<file path="config.mk">
export PLATFORM = sky130hd
export DESIGN_NAME = port3_single_pin_control
export DESIGN_NICKNAME = d
export VERILOG_FILES = /design/src/core/port3_pkg.sv /design/src/core/port3_single_pin_control.sv
export SDC_FILE = /design/constraint.sdc
export NUM_CORES = 1
export LEC_CHECK = 0
export BUFFER_PORTS_ARGS = -buffer_cell sky130_fd_sc_hd__buf_2
export CELL_PAD_IN_SITES_DETAIL_PLACEMENT = 0
export CELL_PAD_IN_SITES_GLOBAL_PLACEMENT = 1
export CORE_MARGIN = 5
export CORE_UTILIZATION = 30
export CTS_BUF_LIST = sky130_fd_sc_hd__clkbuf_16
export CTS_CLUSTER_DIAMETER = 200
export CTS_CLUSTER_SIZE = 14
export DETAILED_ROUTE_END_ITERATION = 10
export GPL_ROUTABILITY_DRIVEN = 0
export PLACE_DENSITY = 0.82
export SETUP_SLACK_MARGIN = 0.05
export SLEW_MARGIN = 20
export SYNTH_ARGS = -nofsm -noshare
export SYNTH_HDL_FRONTEND = slang
export SYNTH_SLANG_ARGS = --single-unit
</file>
<file path="constraint.sdc">
create_clock -name aclk -period 1.4 [get_ports aclk]
set_input_delay 0.07 -clock aclk [delete_from_list [all_inputs] [get_ports aclk]]
set_output_delay 0.07 -clock aclk [all_outputs]
set_load 0.05 [all_outputs]
</file>
<file path="src/core/port3_pkg.sv">
// Register map, field layout and reset values of the one-pin port
package port3_pkg;
  // Printed offsets, kept as word indices; byte address is four times the index
  localparam logic [7:0] IDX_MODE_A_THRESHOLD = 8'hac;
  localparam logic [7:0] IDX_MODE_B_SLEW      = 8'had;
  localparam logic [7:0] IDX_PIN_DATA         = 8'hb0;
  localparam logic [7:0] IDX_PORT_CONTROL     = 8'hc0;
  localparam logic [7:0] IDX_PORT_STATUS      = 8'hc1;

  // Field positions
  localparam int BIT_PIN        = 0;
  localparam int BIT_PAGE       = 0;
  localparam int BIT_INT_OSC    = 1;
  localparam int BIT_ST_LEVEL   = 0;
  localparam int BIT_ST_MODE_LO = 1;
  localparam int BIT_ST_MODE_HI = 2;
  localparam int BIT_ST_GPIO    = 3;

  // Reset values
  localparam logic MODE_A_RST    = 1'b1;
  localparam logic MODE_B_RST    = 1'b0;
  localparam logic THRESHOLD_RST = 1'b0;
  localparam logic SLEW_RST      = 1'b0;
  localparam logic LATCH_RST     = 1'b1;
  localparam logic PAGE_RST      = 1'b0;
  localparam logic INT_OSC_RST   = 1'b1;

  // AXI responses
  localparam logic [1:0] RESP_OKAY   = 2'h0;
  localparam logic [1:0] RESP_DECERR = 2'h3;

  // Pin mode, first mode bit is the high bit of the code
  typedef enum logic [1:0] {
    MODE_QUASI      = 2'b00,
    MODE_PUSH_PULL  = 2'b01,
    MODE_INPUT      = 2'b10,
    MODE_OPEN_DRAIN = 2'b11
  } pin_mode_t;
endpackage : port3_pkg

</file>
<file path="src/core/port3_single_pin_control.sv">
// One-pin general purpose port with AXI4-Lite register access
//
// Our own choice: the AXI4-Lite register port.
`timescale 1ns/10ps
module port3_single_pin_control #(
  parameter int ADDR_W = 12
) (
  // Clock and reset
  input  wire logic              aclk,
  input  wire logic              aresetn,
  // AXI4-Lite write address and data
  input  wire logic              s_axi_awvalid,
  output logic                   s_axi_awready,
  input  wire logic [ADDR_W-1:0] s_axi_awaddr,
  input  wire logic [2:0]        s_axi_awprot,
  input  wire logic              s_axi_wvalid,
  output logic                   s_axi_wready,
  input  wire logic [31:0]       s_axi_wdata,
  input  wire logic [3:0]        s_axi_wstrb,
  // AXI4-Lite write response
  output logic                   s_axi_bvalid,
  input  wire logic              s_axi_bready,
  output logic [1:0]             s_axi_bresp,
  // AXI4-Lite read
  input  wire logic              s_axi_arvalid,
  output logic                   s_axi_arready,
  input  wire logic [ADDR_W-1:0] s_axi_araddr,
  input  wire logic [2:0]        s_axi_arprot,
  output logic                   s_axi_rvalid,
  input  wire logic              s_axi_rready,
  output logic [31:0]            s_axi_rdata,
  output logic [1:0]             s_axi_rresp,
  // Pin side
  input  wire logic              pin_in,
  output logic                   pin_out,
  output logic                   pin_oe,
  output logic                   pin_weak_pullup,
  output logic                   pin_schmitt_en,
  output logic                   pin_fast_slew,
  output logic                   osc_in_select
);

  // The index compare needs eight address bits above the byte lane
  if (ADDR_W < 10 || ADDR_W > 32) begin : g_addr_w_check
    $error("ADDR_W must be 10 to 32");
  end

  typedef struct packed {
    logic              awready;
    logic              wready;
    logic              aw_held;
    logic              w_held;
    logic [ADDR_W-1:0] awaddr;
    logic              wbit0;
    logic              wbit1;
    logic              wen0;
    logic              bvalid;
    logic [1:0]        bresp;
    logic              arready;
    logic              rvalid;
    logic [1:0]        rresp;
    logic [31:0]       rdata;
    logic              mode_a;
    logic              mode_b;
    logic              schmitt;
    logic              slew;
    logic              latch;
    logic              page;
    logic              int_osc;
    logic              pin_sample;
    logic              pin_out;
    logic              pin_oe;
    logic              weak_pullup;
    logic              schmitt_en;
    logic              fast_slew;
    logic              osc_sel;
  } state_t;

  state_t s;
  state_t next_s;

  function automatic logic hit(input logic [ADDR_W-1:0] a, input logic [7:0] idx);
    hit = (a[ADDR_W-1:2] == {{(ADDR_W-10){1'b0}}, idx});
  endfunction : hit

  logic                 commit;
  logic                 rd_take;
  logic [31:0]          rd_word;
  logic                 rd_ok;
  port3_pkg::pin_mode_t mode;

  assign commit  = s.aw_held && s.w_held && !s.bvalid;
  assign rd_take = s_axi_arvalid && s.arready;
  assign mode    = port3_pkg::pin_mode_t'({s.mode_a, s.mode_b});

  // Read mux; every unimplemented bit reads zero
  always_comb begin
    rd_word = 32'h0;
    rd_ok   = 1'b1;
    if (hit(s_axi_araddr, port3_pkg::IDX_MODE_A_THRESHOLD)) begin
      rd_word[port3_pkg::BIT_PIN] = s.page ? s.schmitt : s.mode_a;
    end else if (hit(s_axi_araddr, port3_pkg::IDX_MODE_B_SLEW)) begin
      rd_word[port3_pkg::BIT_PIN] = s.page ? s.slew : s.mode_b;
    end else if (hit(s_axi_araddr, port3_pkg::IDX_PIN_DATA)) begin
      rd_word[port3_pkg::BIT_PIN] = s.int_osc && s.pin_sample;
    end else if (hit(s_axi_araddr, port3_pkg::IDX_PORT_CONTROL)) begin
      rd_word[port3_pkg::BIT_PAGE]    = s.page;
      rd_word[port3_pkg::BIT_INT_OSC] = s.int_osc;
    end else if (hit(s_axi_araddr, port3_pkg::IDX_PORT_STATUS)) begin
      rd_word[port3_pkg::BIT_ST_LEVEL]   = s.pin_sample;
      rd_word[port3_pkg::BIT_ST_MODE_LO] = s.mode_b;
      rd_word[port3_pkg::BIT_ST_MODE_HI] = s.mode_a;
      rd_word[port3_pkg::BIT_ST_GPIO]    = s.int_osc;
    end else begin
      rd_ok = 1'b0;
    end
  end

  always_comb begin
    next_s            = s;
    next_s.pin_sample = pin_in;

    // Write channel: address and data are captured separately, in either order
    if (s_axi_awvalid && s.awready) begin
      next_s.aw_held = 1'b1;
      next_s.awaddr  = s_axi_awaddr;
    end
    if (s_axi_wvalid && s.wready) begin
      next_s.w_held = 1'b1;
      next_s.wbit0  = s_axi_wdata[0];
      next_s.wbit1  = s_axi_wdata[1];
      next_s.wen0   = s_axi_wstrb[0];
    end
    if (s.bvalid && s_axi_bready) begin
      next_s.bvalid = 1'b0;
    end
    if (commit) begin
      next_s.aw_held = 1'b0;
      next_s.w_held  = 1'b0;
      next_s.bvalid  = 1'b1;
      next_s.bresp   = port3_pkg::RESP_OKAY;
      if (hit(s.awaddr, port3_pkg::IDX_MODE_A_THRESHOLD)) begin
        if (s.wen0 && s.page) next_s.schmitt = s.wbit0;
        if (s.wen0 && !s.page) next_s.mode_a = s.wbit0;
      end else if (hit(s.awaddr, port3_pkg::IDX_MODE_B_SLEW)) begin
        if (s.wen0 && s.page) next_s.slew = s.wbit0;
        if (s.wen0 && !s.page) next_s.mode_b = s.wbit0;
      end else if (hit(s.awaddr, port3_pkg::IDX_PIN_DATA)) begin
        // Latch is frozen while the pin serves the oscillator
        if (s.wen0 && s.int_osc) next_s.latch = s.wbit0;
      end else if (hit(s.awaddr, port3_pkg::IDX_PORT_CONTROL)) begin
        if (s.wen0) begin
          next_s.page    = s.wbit0;
          next_s.int_osc = s.wbit1;
        end
      end else if (!hit(s.awaddr, port3_pkg::IDX_PORT_STATUS)) begin
        next_s.bresp = port3_pkg::RESP_DECERR;
      end
    end
    next_s.awready = !next_s.aw_held;
    next_s.wready  = !next_s.w_held;

    // Read channel: one read outstanding, answered the cycle after it is taken
    if (s.rvalid && s_axi_rready) begin
      next_s.rvalid = 1'b0;
    end
    if (rd_take) begin
      next_s.rvalid = 1'b1;
      next_s.rdata  = rd_word;
      next_s.rresp  = rd_ok ? port3_pkg::RESP_OKAY : port3_pkg::RESP_DECERR;
    end
    next_s.arready = !next_s.rvalid;

    // Pin driver follows the current configuration one cycle later
    next_s.pin_out     = 1'b0;
    next_s.pin_oe      = 1'b0;
    next_s.weak_pullup = 1'b0;
    unique case (mode)
      port3_pkg::MODE_QUASI: begin
        next_s.pin_oe      = !s.latch;
        next_s.weak_pullup = s.latch;
      end
      port3_pkg::MODE_PUSH_PULL: begin
        next_s.pin_oe  = 1'b1;
        next_s.pin_out = s.latch;
      end
      port3_pkg::MODE_INPUT: begin
        next_s.pin_oe = 1'b0;
      end
      port3_pkg::MODE_OPEN_DRAIN: begin
        next_s.pin_oe = !s.latch;
      end
    endcase
    if (!s.int_osc) begin
      next_s.pin_oe      = 1'b0;
      next_s.weak_pullup = 1'b0;
    end
    next_s.osc_sel    = !s.int_osc;
    next_s.schmitt_en = s.schmitt;
    next_s.fast_slew  = s.slew;

    if (!aresetn) begin
      next_s         = '0;
      next_s.awready = 1'b1;
      next_s.wready  = 1'b1;
      next_s.arready = 1'b1;
      next_s.mode_a  = port3_pkg::MODE_A_RST;
      next_s.mode_b  = port3_pkg::MODE_B_RST;
      next_s.schmitt = port3_pkg::THRESHOLD_RST;
      next_s.slew    = port3_pkg::SLEW_RST;
      next_s.latch   = port3_pkg::LATCH_RST;
      next_s.page    = port3_pkg::PAGE_RST;
      next_s.int_osc = port3_pkg::INT_OSC_RST;
    end
  end

  always_ff @(posedge aclk) begin
    s <= next_s;
  end

  assign s_axi_awready   = s.awready;
  assign s_axi_wready    = s.wready;
  assign s_axi_bvalid    = s.bvalid;
  assign s_axi_bresp     = s.bresp;
  assign s_axi_arready   = s.arready;
  assign s_axi_rvalid    = s.rvalid;
  assign s_axi_rdata     = s.rdata;
  assign s_axi_rresp     = s.rresp;
  assign pin_out         = s.pin_out;
  assign pin_oe          = s.pin_oe;
  assign pin_weak_pullup = s.weak_pullup;
  assign pin_schmitt_en  = s.schmitt_en;
  assign pin_fast_slew   = s.fast_slew;
  assign osc_in_select   = s.osc_sel;

  AST_INPUT_ONLY_FLOATS: assert property (@(posedge aclk) disable iff (!aresetn)
    s.mode_a && !s.mode_b |=> !pin_oe && !pin_weak_pullup)
    else $error("input-only mode drives the pin");

  AST_PUSH_PULL_DRIVES: assert property (@(posedge aclk) disable iff (!aresetn)
    s.int_osc && !s.mode_a && s.mode_b |=> pin_oe && (pin_out == $past(s.latch)))
    else $error("push-pull mode does not drive the latch value");

  AST_OPEN_DRAIN_SINKS: assert property (@(posedge aclk) disable iff (!aresetn)
    s.int_osc && s.mode_a && s.mode_b |=> !pin_out && (pin_oe == !$past(s.latch)))
    else $error("open-drain mode drives wrongly");

  AST_RESET_MODE_A: assert property (@(posedge aclk)
    !aresetn |=> s.mode_a && !s.mode_b ##1 !pin_oe)
    else $error("pin not input-only after reset");

  AST_RESET_TTL: assert property (@(posedge aclk)
    !aresetn |=> !s.schmitt ##1 !pin_schmitt_en)
    else $error("threshold not TTL after reset");

  AST_SCHMITT_FOLLOWS: assert property (@(posedge aclk) disable iff (!aresetn)
    commit && s.page && s.wen0 && hit(s.awaddr, port3_pkg::IDX_MODE_A_THRESHOLD)
    |=> ##1 pin_schmitt_en == $past(s.wbit0, 2))
    else $error("Schmitt select does not follow the write");

  AST_SLEW_FOLLOWS: assert property (@(posedge aclk) disable iff (!aresetn)
    commit && s.page && s.wen0 && hit(s.awaddr, port3_pkg::IDX_MODE_B_SLEW)
    |=> ##1 pin_fast_slew == $past(s.wbit0, 2))
    else $error("slew select does not follow the write");

  AST_PAGE0_KEEPS_THRESHOLD: assert property (@(posedge aclk) disable iff (!aresetn)
    commit && !s.page && hit(s.awaddr, port3_pkg::IDX_MODE_A_THRESHOLD)
    |=> $stable(s.schmitt))
    else $error("page 0 write changed the threshold bit");

  AST_UPPER_BITS_ZERO: assert property (@(posedge aclk) disable iff (!aresetn)
    rd_take && !hit(s_axi_araddr, port3_pkg::IDX_PORT_CONTROL)
    && !hit(s_axi_araddr, port3_pkg::IDX_PORT_STATUS) |=> s_axi_rdata[31:1] == 31'h0)
    else $error("reserved bits read nonzero");

  AST_OSC_READS_ZERO: assert property (@(posedge aclk) disable iff (!aresetn)
    rd_take && !s.int_osc && hit(s_axi_araddr, port3_pkg::IDX_PIN_DATA)
    |=> !s_axi_rdata[0])
    else $error("pin data read nonzero in oscillator mode");

  // A clock-source write may hand the pin back, so it is left out here
  AST_OSC_LATCH_HELD: assert property (@(posedge aclk) disable iff (!aresetn)
    commit && !s.int_osc && !hit(s.awaddr, port3_pkg::IDX_PORT_CONTROL)
    |=> $stable(s.latch) ##1 !pin_oe && osc_in_select)
    else $error("oscillator mode let the pin or latch change");

  AST_READ_SAMPLED_LEVEL: assert property (@(posedge aclk) disable iff (!aresetn)
    rd_take && s.int_osc && hit(s_axi_araddr, port3_pkg::IDX_PIN_DATA)
    |=> s_axi_rdata[0] == $past(s.pin_sample) ##1 !s_axi_rvalid || $stable(s_axi_rdata))
    else $error("pin data read is not the sampled level");

endmodule : port3_single_pin_control

</file>
==> metrics.txt <==
status=completed; Area growth, synth to finish=20.3%; placeable core area=0.00668 mm²; Worst EP arrival=1.58 ns; Post-DRT Antenna Nets=0; Avg Cell Area, Syn=8.83 µm²; Hold Crit Class=in2reg; setup ws final=0.0257 ns; largest reg by FF count=s; overall power=2810 µW; filler cell count in the final layout=706; WL/cell=11.5 µm; GRT overflow=0; full die area=0.00852 mm²; max-cap check violation count=0; vias per cell=4.43; initial antenna violation count=0; pre-CTS setup slack=-0.0214 ns; multi-input combinational cell area=0.00102 mm²; clock latency on the worst-skew pair=0.28 ns; H-tree levels=2; drc violations=0; largest family of logic cells by synthesized area=simple AND/OR/NAND/NOR gates; cts hold-fix bufs=0; mux share of post-synthesis cell area=0.0400; clock transition at the registers of the reported paths=0.06 ns; Adder-Cell Fraction of Synth Area=0.0185; fin cells=360; Placed Instances=352; CTS Buf Count=5; sequential area share after synthesis=0.394; crit-path max FO=7; Post-DP HPWL=3230 µm; Yosys warnings=0; CTS tree=yes; CTS root buf=clkbuf_16; aggregate global-route resource usage=0.0975; DR pass1 iterations=3; nets@finish=356; final worst path period share=0.982; Gate Count Post-Synth=230; total setup buffers inserted after CTS=0; f_max=728 MHz; Antenna Diode Count=0; max reg flops=21; WHS=0.00803 ns; post-synthesis async set-or-reset flop share=0; number of synthesized register bits=40; Cell variety after synth=42; Worst Skew=0.00864 ns; maximum buffer depth of the clock tree=2; number of synthesized flops with an enable pin=0; WS Path Type=reg2reg; Vias=1596; endpoints failing hold=0; post-layout minimum cycle time=1.37 ns; setup violators final=0; post-synthesis instance area=0.00203 mm²; nature of the critical path startpoint=flop; Rows=30; Synth Area in Compound Gates=0.140; share of layout cells above drive strength 1=0.311; Max IR drop VDD=0.000545 V; number of clock sinks=40; Setup crit end kind=flop; post-synthesis simple-gate area fraction=0.221; PD cells=1150 mW/mm²; initial core utilization=0.304; I/O pin count=121; Die X=92.3 µm; Post-synth top flop=dfxtp_1; Leakage=0.00106 µW; global-route wire length before repair=6820 µm; Layout Utilization=0.366; port buffer count=49; routed wire length=4150 µm; Sequential cell area=813 µm²; max-slew violation count=0; vias in the first global route=1566; XOR/XNOR share of the synthesized area=0; RSZ-0062 raised after global routing=true; largest net degree at the start of global routing=20; critical path required time=1.61 ns; Iteration-0 DRC Markers=44; Die H=92.3 µm
[area by class of cell]
class                           count  share of cell area
Inverter                            9              0.0138
Clock buffer                        5              0.0512
Multi-Input combinational cell    163               0.418
Timing Repair Buffer               60               0.136
Clock inverter                      3             0.00768
Tap cell                           80              0.0409
Sequential cell                    40               0.333
[cell families after synthesis]
group                    Yosys count
AO/OA/AOI/OAI                     41
buffers and inverters             54
AND/OR/NAND/NOR                   83
multiplexers                       8
other                              1
flip-flops                        40
adder cells (fa/ha/maj)            3
[path summary, 6_finish.rpt]
kind / from / to / slack [ns] / depth (start not counted)
setup / recovery: s[66]$_SDFFE_PN0P_ / mode[0]$_SDFFE_PN0P_ / 0.03 / 5
hold / removal: pin_in / s[6]$_SDFF_PN0_ / 0.008 / 2
setup reg to reg: s[66]$_SDFFE_PN0P_ / mode[0]$_SDFFE_PN0P_ / 0.03 / 5
hold reg to reg: s[65]$_SDFFE_PN0P_ / s[65]$_SDFFE_PN0P_ / 0.47 / 2
[through the flow]
step / TNS (ns) / area, µm²
3_3_place_gp: -0.00742 / 2230
4_1_cts: 0 / 2410
3_5_place_dp: -0.0404 / 2230
5_1_grt: -0.117 / 2440
2_1_floorplan: 0 / 2140
6_report: 0 / 2440
[cell usage in the layout, fill, tap and decap left out, types with 2 or more instances in the layout]
cell type   count
ha_1            3
clkbuf_16       5
nor2b_1         5
o21a_1          2
and3_1          2
and4_1          2
a31oi_1         3
nand3_1         4
nor4_2          2
nand4_1         5
clkinvlp_4      2
and2_1          6
a21oi_1         2
buf_2          49
o21ai_0         7
mux2i_1         7
or3b_1          2
nand2_1        40
conb_1         28
dfxtp_1        32
and3b_1         2
buf_4          10
nor3_1          2
dfxtp_2         7
nor2_1          3
inv_1           9
a21boi_0       17
[worst max-delay path: stages (launching register included)]
cell and delay (ns):
dfxtp_2 0.32, nor3b_2 0.18, buf_4 0.15, nand3_4 0.14, nor4_2 0.30, mux2i_1 0.20
[routing by layer]
| layer | track usage | vias to the layer above | wire length (µm) | part of all wire |
|---|---|---|---|---|
| met5 | 0 | - | 0 | 0 |
| met4 | 0.0260 | 0 | 21 | 0.0051 |
| met3 | 0.0325 | 3 | 321 | 0.077 |
| met2 | 0.163 | 53 | 1910 | 0.46 |
| met1 | 0.120 | 718 | 1900 | 0.46 |
| li1 | - | 822 | - | - |
[synth_stat cells (2+ instances only)]
library cell | number | area [µm²]
a21boi_0 | 17 | 128
a21oi_1 | 2 | 10.0
a31oi_1 | 3 | 18.8
and2_1 | 6 | 37.5
and3_1 | 2 | 12.5
and3b_1 | 2 | 17.5
and4_1 | 2 | 17.5
buf_4 | 37 | 278
buf_6 | 2 | 22.5
clkbuf_1 | 4 | 15.0
dfxtp_1 | 40 | 801
ha_1 | 3 | 37.5
inv_1 | 9 | 33.8
mux2i_1 | 7 | 70.1
nand2_1 | 40 | 150
nand3_1 | 4 | 20.0
nand4_1 | 5 | 31.3
nor2_1 | 3 | 11.3
nor2b_1 | 5 | 31.3
nor3_1 | 2 | 10.0
nor4_1 | 3 | 18.8
nor4b_1 | 3 | 26.3
o21a_1 | 2 | 15.0
o21ai_0 | 8 | 40.0
or3b_1 | 2 | 17.5
[report_power, final]
group          internal, µW  total [µW]  switching (µW)
Combinational           127         478             351
Clock                   653        1110             455
Sequential             1190        1230            41.0
[repair_timing]
item / in CTS / in global routing
setup endpoints to repair: 6 / 7
resized for setup: 8 / 10
pin swaps: 4 / 6
No activity file was read; power rests on OpenSTA's default activity.
